File: src/logic/block_move_defines.svh
`ifndef BLOCK_MOVE_DEFINES_SVH
`define BLOCK_MOVE_DEFINES_SVH

`define ADDR_W 24
`define DATA_W 8
`define CNT_W 16
`define BYTE_CNT_W 8
`define BUF_DEPTH 2
`define SIZE_W 2
`define SIZE_WORD 2'h1
`define SIZE_LONG 2'h2
`define CNT_ZERO 16'h0000
`define CNT_ONE 16'h0001
`define ADDR_ONE 24'h000001
`define ADDR_ZERO 24'h000000
`define DATA_ZERO 8'h00

`endif

File: src/logic/block_move_pkg.sv
package block_move_pkg;
  typedef enum logic [2:0] {
    ST_IDLE,
    ST_READ,
    ST_GAP,
    ST_WRITE,
    ST_DONE
  } move_state_t;
endpackage

File: src/logic/byte_stream_if.sv
interface byte_stream_if #(parameter int W = 8);
  logic valid;
  logic ready;
  logic [W-1:0] data;
  modport src (output valid, output data, input ready);
  modport dst (input valid, input data, output ready);
endinterface
File: src/logic/block_move_sequencer.sv
// What this block does
// - Byte-count move holds all interrupts until done
// - Word-count move takes NMI after current byte
// - Word-count move holds maskable interrupts until done
// - DMA granted between read and write cycle
// - Each transfer is one byte read-write pair
// - Byte-count variant uses 8-bit count
// - Word-count variant uses 16-bit count
// - Stack accesses are word or longword only
// - Stack pointer has no reset value
`include "block_move_defines.svh"

module block_move_sequencer #(
  parameter int ADDR_W = `ADDR_W,
  parameter int DATA_W = `DATA_W,
  parameter int CNT_W = `CNT_W,
  parameter int BYTE_CNT_W = `BYTE_CNT_W
) (
  input wire logic clk,
  input wire logic rstn,
  input wire logic start,
  input wire logic word_mode,
  input wire logic [CNT_W-1:0] count_in,
  input wire logic [ADDR_W-1:0] src_in,
  input wire logic [ADDR_W-1:0] dst_in,
  output logic busy_r,
  output logic done_r,
  output logic [ADDR_W-1:0] src_r,
  output logic [ADDR_W-1:0] dst_r,
  output logic [CNT_W-1:0] cnt_r,
  output logic mem_rd_r,
  output logic mem_wr_r,
  output logic [ADDR_W-1:0] mem_addr_r,
  output logic [DATA_W-1:0] mem_wdata_r,
  input wire logic [DATA_W-1:0] mem_rdata,
  input wire logic mem_ack,
  input wire logic dma_req,
  output logic dma_grant_r,
  input wire logic irq_req,
  input wire logic nmi_req,
  output logic irq_take_r,
  output logic nmi_take_r,
  input wire logic sp_load,
  input wire logic [ADDR_W-1:0] sp_in,
  input wire logic stack_req,
  input wire logic stack_long,
  output logic stack_acc_r,
  output logic [`SIZE_W-1:0] stack_size_r,
  output logic [ADDR_W-1:0] sp_r
);
  block_move_pkg::move_state_t st_r, st_nxt;
  logic busy_nxt, done_nxt, rd_nxt, wr_nxt, grant_nxt, word_r, word_nxt;
  logic nmi_pend_r, nmi_pend_nxt, irq_take_nxt, nmi_take_nxt;
  logic [ADDR_W-1:0] src_nxt, dst_nxt, addr_nxt;
  logic [CNT_W-1:0] cnt_nxt;
  logic [DATA_W-1:0] wdata_nxt;

  // The byte count must leave upper count bits to clear
  initial begin
    if (BYTE_CNT_W < 1 || BYTE_CNT_W >= CNT_W) begin
      $error("byte count width must be narrower than the word count");
    end
    if (ADDR_W < 2 || DATA_W < 1) begin
      $error("address or data width too small");
    end
  end

  // Both pointers wrap alike at the top of the address space
  function automatic logic [ADDR_W-1:0] step_addr(input logic [ADDR_W-1:0] a);
    return a + ADDR_W'(`ADDR_ONE);
  endfunction

  byte_stream_if #(.W(DATA_W)) buf_in ();
  byte_stream_if #(.W(DATA_W)) buf_out ();

  // A stalled write side keeps the read byte here instead of losing it
  byte_buffer #(.W(DATA_W), .DEPTH(`BUF_DEPTH)) u_buf (
    .clk(clk),
    .rstn(rstn),
    .fill(buf_in),
    .drain(buf_out)
  );

  always_comb begin
    buf_in.valid = (st_r == block_move_pkg::ST_READ) && mem_rd_r && mem_ack;
    buf_in.data = mem_rdata;
    buf_out.ready = (st_r == block_move_pkg::ST_GAP) && !dma_req;
  end

  always_comb begin
    st_nxt = st_r;
    busy_nxt = busy_r;
    done_nxt = 1'b0;
    rd_nxt = mem_rd_r;
    wr_nxt = mem_wr_r;
    grant_nxt = 1'b0;
    word_nxt = word_r;
    src_nxt = src_r;
    dst_nxt = dst_r;
    cnt_nxt = cnt_r;
    addr_nxt = mem_addr_r;
    wdata_nxt = mem_wdata_r;
    irq_take_nxt = 1'b0;
    nmi_take_nxt = 1'b0;
    // A new NMI in the cycle it is taken stays pending
    nmi_pend_nxt = (nmi_pend_r && !nmi_take_r) || nmi_req;
    unique case (st_r)
      block_move_pkg::ST_IDLE: begin
        if (start) begin
          word_nxt = word_mode;
          src_nxt = src_in;
          dst_nxt = dst_in;
          busy_nxt = 1'b1;
          if (word_mode) begin
            cnt_nxt = count_in;
          end else begin
            cnt_nxt = {{(CNT_W-BYTE_CNT_W){1'b0}}, count_in[BYTE_CNT_W-1:0]};
          end
          // Zero count ends at once without any bus cycle
          if (cnt_nxt == CNT_W'(`CNT_ZERO)) begin
            st_nxt = block_move_pkg::ST_DONE;
          end else begin
            st_nxt = block_move_pkg::ST_READ;
          end
        end else if (nmi_pend_r && !nmi_take_r) begin
          nmi_take_nxt = 1'b1;
        end else if (irq_req && !irq_take_r) begin
          irq_take_nxt = 1'b1;
        end
      end
      block_move_pkg::ST_READ: begin
        // Read waits for room so the byte always has a place to land
        if (!mem_rd_r && buf_in.ready) begin
          rd_nxt = 1'b1;
          addr_nxt = src_r;
        end else if (mem_rd_r && mem_ack) begin
          rd_nxt = 1'b0;
          st_nxt = block_move_pkg::ST_GAP;
        end
      end
      block_move_pkg::ST_GAP: begin
        if (dma_req) begin
          grant_nxt = 1'b1;
        end else if (buf_out.valid) begin
          wdata_nxt = buf_out.data;
          addr_nxt = dst_r;
          wr_nxt = 1'b1;
          st_nxt = block_move_pkg::ST_WRITE;
        end
      end
      block_move_pkg::ST_WRITE: begin
        if (mem_ack) begin
          wr_nxt = 1'b0;
          src_nxt = step_addr(src_r);
          dst_nxt = step_addr(dst_r);
          cnt_nxt = cnt_r - CNT_W'(`CNT_ONE);
          if (cnt_nxt == CNT_W'(`CNT_ZERO)) begin
            st_nxt = block_move_pkg::ST_DONE;
          end else if (word_r && nmi_pend_nxt) begin
            // Remaining bytes are left; pointers and count show where it stopped
            st_nxt = block_move_pkg::ST_DONE;
          end else begin
            st_nxt = block_move_pkg::ST_READ;
          end
        end
      end
      block_move_pkg::ST_DONE: begin
        busy_nxt = 1'b0;
        done_nxt = 1'b1;
        st_nxt = block_move_pkg::ST_IDLE;
      end
      default: begin
        st_nxt = block_move_pkg::ST_IDLE;
        busy_nxt = 1'b0;
        rd_nxt = 1'b0;
        wr_nxt = 1'b0;
      end
    endcase
  end

  always_ff @(posedge clk or negedge rstn) begin
    if (!rstn) begin
      st_r <= block_move_pkg::ST_IDLE;
      busy_r <= 1'b0;
      done_r <= 1'b0;
      mem_rd_r <= 1'b0;
      mem_wr_r <= 1'b0;
      dma_grant_r <= 1'b0;
      word_r <= 1'b0;
      src_r <= ADDR_W'(`ADDR_ZERO);
      dst_r <= ADDR_W'(`ADDR_ZERO);
      cnt_r <= CNT_W'(`CNT_ZERO);
      mem_addr_r <= ADDR_W'(`ADDR_ZERO);
      mem_wdata_r <= DATA_W'(`DATA_ZERO);
      nmi_pend_r <= 1'b0;
      irq_take_r <= 1'b0;
      nmi_take_r <= 1'b0;
    end else begin
      st_r <= st_nxt;
      busy_r <= busy_nxt;
      done_r <= done_nxt;
      mem_rd_r <= rd_nxt;
      mem_wr_r <= wr_nxt;
      dma_grant_r <= grant_nxt;
      word_r <= word_nxt;
      src_r <= src_nxt;
      dst_r <= dst_nxt;
      cnt_r <= cnt_nxt;
      mem_addr_r <= addr_nxt;
      mem_wdata_r <= wdata_nxt;
      nmi_pend_r <= nmi_pend_nxt;
      irq_take_r <= irq_take_nxt;
      nmi_take_r <= nmi_take_nxt;
    end
  end

  // Stack side: no byte size exists, the low address bit is not forced
  logic stack_acc_nxt;
  logic [`SIZE_W-1:0] stack_size_nxt;
  logic [ADDR_W-1:0] sp_nxt;

  always_comb begin
    stack_acc_nxt = stack_req;
    stack_size_nxt = stack_long ? `SIZE_LONG : `SIZE_WORD;
    sp_nxt = sp_load ? sp_in : sp_r;
  end

  always_ff @(posedge clk or negedge rstn) begin
    if (!rstn) begin
      stack_acc_r <= 1'b0;
      stack_size_r <= `SIZE_WORD;
    end else begin
      stack_acc_r <= stack_acc_nxt;
      stack_size_r <= stack_size_nxt;
    end
  end

  // Deliberately outside reset: software must load it before first use
  always_ff @(posedge clk) begin
    sp_r <= sp_nxt;
  end
endmodule

File: src/logic/byte_buffer.sv
`include "block_move_defines.svh"

module byte_buffer #(
  parameter int W = `DATA_W,
  parameter int DEPTH = `BUF_DEPTH
) (
  input wire logic clk,
  input wire logic rstn,
  byte_stream_if.dst fill,
  byte_stream_if.src drain
);
  localparam int PW = (DEPTH > 1) ? $clog2(DEPTH) : 1;

  initial begin
    if (DEPTH < 2 || (DEPTH & (DEPTH - 1)) != 0) begin
      $error("byte_buffer depth must be a power of two, at least 2");
    end
  end

  logic [W-1:0] mem_r [DEPTH];
  logic [PW-1:0] wp_r, wp_nxt, rp_r, rp_nxt;
  logic [PW:0] cnt_r, cnt_nxt;
  logic push, pop;

  always_comb begin
    push = fill.valid && fill.ready;
    pop = drain.valid && drain.ready;
    wp_nxt = push ? wp_r + PW'(1) : wp_r;
    rp_nxt = pop ? rp_r + PW'(1) : rp_r;
    cnt_nxt = cnt_r + (PW+1)'(push) - (PW+1)'(pop);
  end

  always_ff @(posedge clk or negedge rstn) begin
    if (!rstn) begin
      wp_r <= '0;
      rp_r <= '0;
      cnt_r <= '0;
    end else begin
      wp_r <= wp_nxt;
      rp_r <= rp_nxt;
      cnt_r <= cnt_nxt;
    end
  end

  // Storage needs no reset; only the occupancy count says what is valid
  always_ff @(posedge clk) begin
    if (push) begin
      mem_r[wp_r] <= fill.data;
    end
  end

  assign fill.ready = (cnt_r != (PW+1)'(DEPTH));
  assign drain.valid = (cnt_r != '0);
  assign drain.data = mem_r[rp_r];
endmodule

File: config.mk
export PLATFORM = sky130hd
export DESIGN_NAME = block_move_sequencer
export DESIGN_NICKNAME = d
export VERILOG_FILES = /design/src/logic/block_move_pkg.sv /design/src/logic/byte_stream_if.sv /design/src/logic/block_move_sequencer.sv /design/src/logic/byte_buffer.sv
export VERILOG_INCLUDE_DIRS = /design/src /design/src/logic
export SDC_FILE = /design/constraint.sdc
export NUM_CORES = 1
export LEC_CHECK = 0
export BUFFER_PORTS_ARGS = -buffer_cell sky130_fd_sc_hd__buf_4
export CAP_MARGIN = 25
export CORE_MARGIN = 1.5
export CORE_UTILIZATION = 46
export DETAILED_ROUTE_END_ITERATION = 10
export GPL_ROUTABILITY_DRIVEN = 0
export PLACE_DENSITY = 0.7
export SETUP_SLACK_MARGIN = 0.3
export SLEW_MARGIN = 10
export SYNTH_ARGS = -nofsm -noshare
export SYNTH_HDL_FRONTEND = slang
export SYNTH_SLANG_ARGS = --single-unit
File: constraint.sdc
create_clock -name clk -period 2.95 [get_ports clk]
set_input_delay 0.59 -clock clk [delete_from_list [all_inputs] [get_ports clk]]
set_output_delay 0.59 -clock clk [all_outputs]
set_load 0.005 [all_outputs]
After elaboration in Yosys (flattened, before gate mapping)
Memory sizes are Yosys's and may differ from the RTL's. A register that Yosys moved wholly into a read port is not among the register bits.
Cells that the tools add are included.
{ "op_classes": {"bitwise": 4, "muxes": 48, "n_eq_ne": 13, "n_addsub": 7, "reduce_logical": 33} }
{ "op_table": {"columns": ["operator", "count"], "rows": [
  ["two-way mux 24 bit", 7],
  ["one-hot mux 24 bit (2 select lines)", 3],
  ["two-way mux 16 bit", 5],
  ["adder 24 x 1 -> 24 bit (second input constant)", 2],
  ["logical NOT 16 bit", 2],
  ["one-hot mux 16 bit (2 select lines)", 1],
  ["two-way mux 3 bit", 9],
  ["two-way mux 1 bit", 18],
  ["subtractor 16 x 1 -> 16 bit (second input constant)", 1],
  ["one-hot mux 3 bit (4 select lines)", 1],
  ["logical AND 1 bit", 10],
  ["!= test 2 bit (second input constant)", 5],
  ["AND reduction 4 bit", 2],
  ["== test 3 x 2 -> 1 bit (second input constant)", 2],
  ["!= test 2 x 1 -> 1 bit (second input constant)", 3],
  ["AND reduction 2 bit", 3],
  ["AND reduction 3 bit", 2],
  ["AND reduction 6 bit", 1],
  ["nonzero test 2 bit", 3],
  ["OR reduction 3 bit", 2],
  ["logical NOT 1 bit", 5],
  ["inverter 1 bit", 4],
  ["one-hot mux 1 bit (2 select lines)", 2],
  ["OR reduction 4 bit", 1],
  ["other kinds (10)", 11]
]} }
{ "word_totals": {"ram_bits": 16, "wordCells": 126, "regBits": 131, "memories": 1, "output_inout_bits": 130, "inputBits": 107} }
{ "memory_table": {"columns": ["name", "depth", "word_bits", "rd", "rd_ports_with_merged_regs", "wr", "line", "text"], "rows": [
  ["u_buf.mem_r", 2, 8, 1, 1, 1, "byte_buffer.sv:20", "logic [W-1:0] mem_r [DEPTH];"]
]} }

Longest topological paths before layout
Gate-level depths: netlist of run 1.
{ "logic_depth": {"word_depth": 8, "depth_mapped": 11, "depth_no_buf": 8} }

Hierarchy
From an unflattened synthesis of run 1, not the netlist that was laid out.
{ "hier_totals": {"cells_unflattened": 792, "hier_area_um2": 7678.6} }
{ "modules_own_cells": {"columns": ["module", "cells_per_inst", "area_each_um2", "instances", "seq_area_each_um2"], "rows": [
  ["block_move_sequencer", 747, 6880.3, 1, 3499.6],
  ["byte_buffer", 45, 798.3, 1, 580.6]
]} }

Worst setup path before layout of run 1
No wires, ideal clock.
{ "synth_timing": {"path_type": "reg2reg", "start": "reg st_r[1]", "end": "reg u_buf.cnt_r[1]", "stages_incl_launch_ff": 12, "required_time_ns": 2.870, "setup_ns": 0.080, "path_buffers": 4, "synth_period_minus_slack_ns": 2.292, "setup_slack_ns": 0.658, "arrival_ns": 2.212, "cell_sequence": "dfrtp_1 clkbuf_1 nor3b_1 buf_4 nor3b_1 buf_2 buf_2 ha_1 inv_1 ha_1 xnor2_1 xnor2_1"} }
{ "synth_via": {"elab_cells_between_ends": 9, "classes_between": "add/sub (2); eq/ne (2); reduce/logical (5)"} }
{ "synth_lines": {"columns": ["item", "line", "text"], "rows": [
  ["start: declaration", "block_move_sequencer.sv:51", "block_move_pkg::move_state_t st_r, st_nxt;"],
  ["start signal: assignment", "block_move_sequencer.sv:183", "st_r <= block_move_pkg::ST_IDLE;"],
  ["start signal: assignment", "block_move_sequencer.sv:199", "st_r <= st_nxt;"],
  ["== test 3 x 2 -> 1 bit", "block_move_sequencer.sv:87", "buf_out.ready = (st_r == block_move_pkg::ST_GAP) && !dma_req;"],
  ["logical AND 1 bit", "block_move_sequencer.sv:87", null],
  ["logical AND 1 bit", "byte_buffer.sv:27", "pop = drain.valid && drain.ready;"],
  ["named net u_buf.pop", "byte_buffer.sv:23", "logic push, pop;"],
  ["subtractor 2 x 1 -> 2 bit", "byte_buffer.sv:30", "cnt_nxt = cnt_r + (PW+1)'(push) - (PW+1)'(pop);"],
  ["named net u_buf.cnt_nxt[1]", "byte_buffer.sv:22", "logic [PW:0] cnt_r, cnt_nxt;"],
  ["end signal: assignment", "byte_buffer.sv:41", "cnt_r <= cnt_nxt;"],
  ["end: declaration", "byte_buffer.sv:22", null]
]} }
The timed path passes the listed nets, and every way through them passes these cells.
A chain may end at the register's enable or synchronous reset.

Worst setup path after layout of run 1
{ "layout_timing": {"start": "reg cnt_r[0]", "end": "reg st_r[0]"} }
{ "layout_via": {"elab_chain_len": 5} }
{ "layout_lines": {"columns": ["item", "line", "text"], "rows": [
  ["start: declaration", "block_move_sequencer.sv:30", "output logic [CNT_W-1:0] cnt_r,"],
  ["start signal: assignment", "block_move_sequencer.sv:192", "cnt_r <= CNT_W'(`CNT_ZERO);"],
  ["start signal: assignment", "block_move_sequencer.sv:208", "cnt_r <= cnt_nxt;"],
  ["subtractor 16 x 1 -> 16 bit", "block_move_sequencer.sv:156", "cnt_nxt = cnt_r - CNT_W'(`CNT_ONE);"],
  ["logical NOT 16 bit", "block_move_sequencer.sv:157", "if (cnt_nxt == CNT_W'(`CNT_ZERO)) begin"],
  ["two-way mux 3 bit", "block_move_sequencer.sv:157", null],
  ["two-way mux 3 bit", "block_move_sequencer.sv:152", "if (mem_ack) begin"],
  ["one-hot mux 3 bit (4 select lines)", "block_move_sequencer.sv:107", "unique case (st_r)"]
]} }
No other way between the ends. The select of a mux whose other input is x is not followed.

==> flow_summary.toml, run 1 <==
[cells_and_area]
final_area_um2 = 10300
final_nets = 1117
layout-drive-gt1-share_pct = 30.9
fin_cells = 1233
area_growth_pct = 34.4
diodes = 0

[detailed_routing]
vias = 6852
vias_per_cell = 5.56
drt_iter0_drc = 462
dr.pass1.iters = 5
drt_wl_total_mm = 22.2
drc = 0
postRouteAntennaNets = 0
wl_per_cell_um = 18.0

[clock_network]
post-cts-setup-buffers = 0
h-tree-depth = 4
cts.sink_count = 155
cts_tree = "yes"
clockRootBuffer = "clkbuf_16"
clk_pin_slew_ps = 70
numCtsBuffers = 17
clk_latency_ps = 420
post_cts_resize_count = 0
cts.path.max_buffers = 2
holdBufCountCts = 0

[synth]
synth_seq_cells = 155
synth_top_flop_cell = "dfrtp_1"
post_synth.cell_area_avg_um2 = 9.79
synth_top_area_cell = "dfrtp_1"
syn_area_um2 = 7640
syn-num-nets = 893
yosysSeqAreaShare_pct = 53.4
synth_edf_count = 40
yosysWarnings = 0
synth_commonest_cells = "114 x dfrtp_1, 91 x a21oi_1, 91 x o21ai_0"
synthCells = 780
synth_top_cell_area_share_pct = 37.3
synth.most_common_cell = "dfrtp_1"
ys_types = 66
async_flop_share_pct = 74.2
synthTopCellsByArea = "dfrtp_1 37%, edfxtp_1 16%, a21oi_1 6.0%"

[place]
dp_cells = 1201
dpl.hpwl_mm = 15.8
dpl_cell_area_um2 = 9670
io_buffer_count = 236

[floorplan]
core_um2 = 16100
die_x_um = 132
die_h_um = 132
die_area_um2 = 17400
start_util_pct = 47.6
ioPinCount = 237
row_count = 46

[pwr]
power.leakage_uw = 0.00444
powerDensity_nw_per_um2 = 1040
swShare_pct = 40.5
p_clk_share_pct = 20.7
vdd_drop_max_mv = 0.523
pwr-share-comb_pct = 41.6
internal_power_uw = 6360
switching_power_uw = 4330
p_seq_share_pct = 37.7

[timing]
final-setup-viol-count = 0
clock_skew_ps = 8.86
hold_viol_final = 0
fmax_mhz = 419
period_needed_ps = 2390
maxSlewHeadroom_pct = 59.2
worst_slew_pin_slew_ps = 612
finalCritPeriodShare_pct = 81.0
finalMaxSlewViolations = 0
rsz0062_at_grt = "no"
tns_ps = 0

[grt]
grt_max_degree = 82
antenna_found_initial = 0
grt_overflow = 0
grt_usage_pct = 25.4
grt_pass1_vias = 6445
grt_pass1_wl_mm = 34.9

[min_path]
hold_class = "in2async"

[job]
drv_cap = 0

[outcome]
status = "finished clean"

[critical_path]
start_kind = "flip-flop"
r2r_start = "cnt_r[0]"
reg2reg_to = "st_r[0]"
crit_type = "reg2reg"
worstPathMaxFanout = 10
rrSetupSlack_ps = 560
cp-end-kind = "flip-flop"
crit_arrival_ps = 2700
rr_worst_depth = 7
cp.required_ps = 3260
## flip-flops by register name (all words and copies together), names as in the netlist
signal        cells
busy_r            1
cnt_r            16
dma_grant_r       1
done_r            1
dst_r            24
irq_take_r        1
mem_addr_r       24
mem_rd_r          1
mem_wdata_r       8
mem_wr_r          1
nmi_pend_r        1
nmi_take_r        1
sp_r             24
src_r            24
st_r              3
stack_acc_r       1
stack_size_r      2
u_buf.cnt_r       2
u_buf.mem_r      16
u_buf.rp_r        1
u_buf.wp_r        1
word_r            1
## through the flow
step / hold WS (ps) / total power [µW] / worst slack (ps) / util (%)
floorplan: 294 / 6370 / 658 / -
detailed placement: 432 / 8490 / 578 / 60.2
global placement: 429 / 8410 / 627 / 60.2
finish: 176 / 10700 / 562 / 63.9
CTS: 181 / 10700 / 576 / 63.9
global route: 205 / 11400 / 364 / 63.9
## power by group through the flow
stage               clock, µW  combinational, µW  sequential, µW
floorplan                   0               2580            3780
global placement            0               4400            4010
detailed placement          0               4440            4050
CTS                      2250               4470            4010
global route             2340               4920            4160
finish                   2210               4440            4030
## layout make-up
type,count,area (µm²)
Sequential cell,155,4080
Inverter,16,60.1
Tap cell,216,270
Clock inverter,15,176
Multi-Input combinational cell,559,3290
Fill cell,1389,5790
Clock buffer,17,425
Timing Repair Buffer,255,1960
## cells by family (layout without fill, tap and decap cells)
logic type,after synthesis,count (layout),share of synthesized area [%]
mux,36,36,4.75
compound gates,258,258,19.4
buf+inv,66,303,3.95
xor+xnor,9,9,1.03
simple gates,250,250,16.5
fa+ha+maj,6,6,0.983
flops,155,155,53.4
## critical path: stages, from the launching register on
cell and delay (ps):
dfrtp_1 510, inv_1 120, ha_1 320, o21bai_1 210
and2_1 170, o31a_1 230, o41a_1 430, a221o_1 300
## metal layers
metal | share of wire [%] | GRT usage, % | up-vias
li1 | - | - | 3323
met1 | 45 | 33.7 | 3267
met2 | 48 | 41.8 | 244
met3 | 6.4 | 6.46 | 18
met4 | 0.99 | 5.93 | 0
met5 | 0 | 0 | -
## worst max path at each step
stage / from / end / slack [ps] / depth (start not counted)
after floorplan: st_r[1] / u_buf.cnt_r[1] / 660 / 11
after global placement: cnt_r[0] / st_r[0] / 630 / 7
after detailed placement: cnt_r[0] / st_r[0] / 580 / 7
after CTS: cnt_r[0] / st_r[0] / 580 / 7
after global routing: st_r[2] / src_r[20] / 360 / 6
final: cnt_r[0] / st_r[0] / 560 / 7
## placed cells by master (no fill, tap or decap), types with 10 or more instances in the layout
cell / count
a21oi_1: 91
buf_4: 251
clkbuf_16: 17
dfrtp_1: 114
edfxtp_1: 40
inv_1: 16
mux2i_1: 34
nand2_1: 81
nand3_1: 34
nor2_1: 53
nor3_1: 10
o21ai_0: 91
o22ai_1: 17
(Power assumes the default switching activity.)
==> inputs of run 2 (changes only) <==
--- a/config.mk
+++ b/config.mk
@@ -12,7 +12,7 @@
 export CORE_UTILIZATION = 46
 export DETAILED_ROUTE_END_ITERATION = 10
 export GPL_ROUTABILITY_DRIVEN = 0
-export PLACE_DENSITY = 0.7
+export PLACE_DENSITY = 0.73
 export SETUP_SLACK_MARGIN = 0.3
 export SLEW_MARGIN = 10
 export SYNTH_ARGS = -nofsm -noshare
==> constraint.sdc (replaced) <==
create_clock -name clk -period 2 [get_ports clk]
set_input_delay 0.4 -clock clk [delete_from_list [all_inputs] [get_ports clk]]
set_output_delay 0.4 -clock clk [all_outputs]
set_load 0.005 [all_outputs]
==> flow_summary.toml, run 2 (same netlist as run 1, synthesis figures left out) <==
[floorplan]
ioPinCount = 237
die_x_um = 132
core_um2 = 16100
die_h_um = 132
start_util_pct = 47.6
row_count = 46
die_area_um2 = 17400

[clock_network]
h-tree-depth = 4
clk_latency_ps = 430
cts.path.max_buffers = 2
numCtsBuffers = 17
cts_tree = "yes"
clk_pin_slew_ps = 70
clockRootBuffer = "clkbuf_16"
cts.sink_count = 155

[cells_and_area]
layout_commonest_cell = "buf_4"
area_growth_pct = 55.8
fillers = 1134
layout-drive-gt1-share_pct = 45.6
final_nets = 1227
final_cell_mix = "329 x buf_4, 107 x dfrtp_1, 79 x a21oi_1"
diodes = 0

[timing]
maxSlewHeadroom_pct = 65.8
period_needed_ps = 2070
hold_ws_ps = 77.9
tns_ps = -72.0
clock_skew_ps = 10.4
finalMaxSlewViolations = 0
hold_viol_final = 0
final-setup-viol-count = 1
setup_slack_ps = -72.0
finalCritPeriodShare_pct = 104
worst_slew_pin_slew_ps = 513
rsz0062_at_grt = "yes"
fmax_mhz = 483

[detailed_routing]
drt_iter0_drc = 686
dr.pass1.iters = 8
drt_wl_total_mm = 25.7
vias = 7730
drc = 0
postRouteAntennaNets = 0
vias_per_cell = 5.76
wl_per_cell_um = 19.1

[critical_path]
crit_family = "compound AO/OA/AOI/OAI gates"
rr_worst_depth = 7
crit_arrival_ps = 2390
crit_type = "reg2reg"
r2r_start = "cnt_r[7]"
setup.worst_path.start = "cnt_r[7]"
cp.required_ps = 2320
reg2reg_to = "st_r[0]"
start_kind = "flip-flop"
cp.buffers_inverters = 1
cp_cell_sequence = "nor4_4 > buf_4 > nand2_2 > nor2_2 > xor2_1 > o41a_1 > a221o_1"
cp-end-kind = "flip-flop"
rrSetupSlack_ps = -70
max_stage_delay_ps = 440
slowest_stage = "o41a_1"
worstPathMaxFanout = 4

[min_path]
whs_path_depth = 2
hold_class = "in2reg"
hold_start = "stack_long"
worstHoldEndpoint = "stack_size_r[0]"

[outcome]
violations = "negative setup slack"
status = "finished, violations left"

[pwr]
power.leakage_uw = 0.00514
vdd_drop_max_mv = 0.770
powerDensity_nw_per_um2 = 1560

[place]
io_buffer_count = 236
dpl.hpwl_mm = 16.9

[grt]
antenna_found_initial = 0
grt_pass1_wl_mm = 39.8
grt_pass1_vias = 7406
grt_max_degree = 43
grt_overflow = 0
grt_usage_pct = 29.2

[job]
drv_cap = 0
run 2: cell types whose count changed in the layout (fill, tap and decap cells not counted), moves of 9 or more:
cell     before  now
a21oi_1      91   79
a21oi_2       0   12
buf_4       251  329
buf_6         0   19
nand3_1      34   25
nor2_1       53   44
o21ai_0      91   72
o21ai_1       2   15
run 2: layout make-up:
class,count,area [µm²],share of cell area [%]
clock buffers,17,425,3.57
clock inverters,15,151,1.27
multi-input cells,559,3840,32.3
repair buffers,365,3060,25.7
well taps,216,270,2.27
inverters,16,60.1,0.505
flip-flops and latches,155,4090,34.4
run 2: worst max-delay path by stage:
stage          slack (ps)  cells past startpoint      end
2_1_floorplan        -110                      9  st_r[0]
3_3_place_gp         -130                      7  st_r[0]
3_5_place_dp         -110                      6  st_r[0]
4_1_cts               -90                      7  st_r[0]
5_1_grt              -220                      6  st_r[0]
6_report              -70                      7  st_r[0]
run 2: power by group:
group	leakage, µW	switching (µW)	internal [µW]
Sequential	0.00172	1150	4440
Clock	0.000277	1500	1660
Combinational	0.00314	4890	4980
Total	0.00514	7530	11100
run 2: routing by layer:
layer	vias up	GRT usage, %	wire length (µm)
met4	0	13.0	863
li1	3543	-	-
met2	396	45.8	12200
met3	69	5.04	1920
met5	-	0	0
met1	3722	39.8	10700
run 2: stage by stage:
stage               total power [µW]  utilization (%)  area [µm²]  instances  worst slack, ps
floorplan                       9540                -        7760        780             -112
global placement               13300             64.2       10300       1271             -130
detailed placement             13600             64.3       10300       1272             -114
CTS                            18100             72.5       11600       1335            -93.9
global route                   19700             74.1       11900       1343             -222
finish                         18600             74.1       11900       1343            -72.0
run 2: worst register-to-register path: stages (launching register included):
cell	delay, ps
dfrtp_1	410
nor4_4	400
buf_4	180
nand2_2	40
nor2_2	100
xor2_1	90
o41a_1	440
a221o_1	290
run 2: timing repair:
| item | CTS | global route |
|---|---|---|
| endpoints found under the setup margin | 96 | 96 |
| pin swaps | 45 | 43 |
| resized for setup | 90 | 52 |
| gates cloned | 5 | 0 |
| hold endpoints to repair | 30 | 0 |
| hold buffers | 1 | 0 |
| buffers inserted | 25 | 8 |
==> inputs of run 3 (changes only) <==
--- a/config.mk
+++ b/config.mk
@@ -8,13 +8,13 @@
 export LEC_CHECK = 0
 export BUFFER_PORTS_ARGS = -buffer_cell sky130_fd_sc_hd__buf_4
 export CAP_MARGIN = 25
+export CORE_ASPECT_RATIO = 0.5
 export CORE_MARGIN = 1.5
 export CORE_UTILIZATION = 46
 export DETAILED_ROUTE_END_ITERATION = 10
 export GPL_ROUTABILITY_DRIVEN = 0
 export PLACE_DENSITY = 0.73
 export SETUP_SLACK_MARGIN = 0.3
-export SLEW_MARGIN = 10
 export SYNTH_ARGS = -nofsm -noshare
 export SYNTH_HDL_FRONTEND = slang
 export SYNTH_SLANG_ARGS = --single-unit
==> flow_summary.toml, run 3 (same netlist as run 1, synthesis figures left out) <==
[floorplan]
die_x_um = 185
start_util_pct = 46.8
core_um2 = 16300
die_h_um = 94.1
die_area_um2 = 17400
ioPinCount = 237
row_count = 33

[outcome]
violations = "design-rule violations, negative setup slack"
status = "finished, violations left"

[timing]
hold_viol_final = 0
maxSlewHeadroom_pct = 9.10
rsz0062_at_grt = "yes"
fmax_mhz = 380
tns_ps = -7120
setup_slack_ps = -629
clock_skew_ps = 14.8
period_needed_ps = 2630
worst_slew_pin_slew_ps = 1350
finalCritPeriodShare_pct = 131
final-setup-viol-count = 69
finalMaxSlewViolations = 0

[pwr]
powerDensity_nw_per_um2 = 1840
switching_power_uw = 11500
p_seq_share_pct = 23.6
p_clk_share_pct = 13.0
power.leakage_uw = 0.00588
swShare_pct = 45.0
pwr-share-comb_pct = 63.4
total_power_uw = 25600
internal_power_uw = 14100
vdd_drop_max_mv = 1.05

[detailed_routing]
vias = 9722
vias_per_cell = 6.88
top_layer_used = "met5"
drt_wl_total_mm = 43.1
dr.pass1.iters = 11
routed-wl-met3_mm = 6.92
drt-met1-wl_mm = 13.8
postRouteAntennaNets = 0
wl_per_cell_um = 30.5
drc = 9
wl_met2_mm = 18.0
drt_iter0_drc = 1520

[cells_and_area]
final_nets = 1285
layout-drive-gt1-share_pct = 60.4
layout_commonest_cell = "buf_4"
final_cell_mix = "335 x buf_4, 105 x dfrtp_1, 52 x nand2_1"
final_area_um2 = 13900
fillers = 668
multi_input_area_um2 = 4610
layout.area.seq_um2 = 4090
area_growth_pct = 81.8

[clock_network]
clockRootBuffer = "clkbuf_16"
cts.sink_count = 155
cts.path.max_buffers = 2
numCtsBuffers = 17
clk_latency_ps = 440
cts_tree = "yes"
h-tree-depth = 4
clk_pin_slew_ps = 80

[grt]
grt_pass1_wl_mm = 52.8
antenna_found_initial = 2
grt_pass1_vias = 9200
grt_usage_pct = 41.3
grt_overflow = 0
grt_max_degree = 34

[critical_path]
crit_arrival_ps = 2920
max_stage_delay_ps = 500
crit_type = "reg2reg"
cp.required_ps = 2290
slowest_stage = "nor3_1"
worstPathMaxFanout = 5
cp-end-kind = "flip-flop"
cp_cell_sequence = "and3_2 > nand2_1 > buf_4 > nor3_1 > nand3_1 > o21ai_0 > a22oi_2"
cp.buffers_inverters = 1
crit_family = "simple AND/OR/NAND/NOR gates"
start_kind = "flip-flop"

[job]
drv_cap = 0

[place]
dpl.hpwl_mm = 17.3
io_buffer_count = 236
dpl_cell_area_um2 = 10400

[min_path]
hold_class = "in2reg"
[run 3: cell types whose count changed in the layout (fill, tap and decap cells not counted), moves of 12 or more]
| cell | before | now |
|---|---|---|
| nand2_1 | 75 | 52 |
| nor2_1 | 44 | 32 |
| buf_12 | 9 | 28 |
| buf_16 | 3 | 27 |
| nand2_4 | 1 | 17 |
| a21oi_2 | 12 | 48 |
| a21oi_1 | 79 | 34 |
| o21ai_2 | 6 | 51 |
| o21ai_0 | 72 | 22 |
[run 3: final timing paths]
| path | start | to | slack (ps) | depth (start not counted) |
|---|---|---|---|---|
| min in group asynchronous | rstn | mem_addr_r[11] | 490 | 2 |
| max in group asynchronous | rstn | mem_addr_r[19] | 820 | 3 |
| worst min-delay path | stack_req | stack_acc_r | 70 | 1 |
| worst max register to register | dst_r[6] | dst_r[13] | -630 | 7 |
| worst min register to register | nmi_take_r | nmi_take_r | 510 | 1 |
| worst max-delay path | dst_r[6] | dst_r[13] | -630 | 7 |
[run 3: what timing repair did]
item,in CTS,in global routing
gates resized for setup,312,108
endpoints found under the hold margin,28,0
endpoints found under the setup margin,115,121
gates cloned,29,1
hold buffers,1,0
pin swaps,99,27
buffers inserted,43,20
[run 3: through the flow]
step / worst slack [ps] / hold slack (ps) / util, % / std cells
2_1_floorplan: -112 / 104 / - / 780
3_3_place_gp: -115 / 399 / 63.8 / 1286
3_5_place_dp: -154 / 397 / 63.8 / 1286
4_1_cts: -69.1 / 69.5 / 80.9 / 1391
5_1_grt: -664 / 66.9 / 85.2 / 1413
6_report: -629 / 72.0 / 85.2 / 1413
[run 3: routing by layer]
metal,track usage [%],up-vias
li1,-,3672
met1,46.8,4543
met2,63.5,1044
met3,16.0,459
met4,30.8,4
met5,2.77,-
[run 3: worst register-to-register path, delay by kind of cell, from the launching register on]
kind	cells	cell delay (ps)
AOI/OAI and AO/OA	2	590
buffers and inverters	1	240
DFF	1	390
and+or+nand+nor	4	1260
[run 3: layout make-up]
cell class	count	area share [%]
diodes	1	0.0180
clock buffers	18	3.16
clock inverters	14	0.973
inverters	16	0.450
multi-input cells	559	33.2
flip-flops and latches	155	29.5
well taps	227	2.05
repair buffers	423	30.7
[run 3: power by group through the flow]
stage | Clock, µW | Combinational, µW | Sequential (µW)
after floorplan | 0 | 3940 | 5600
after global placement | 0 | 8040 | 5420
after detailed placement | 0 | 8270 | 5470
after CTS | 3240 | 13100 | 5590
after global routing | 3420 | 16600 | 6070
final | 3330 | 16200 | 6030
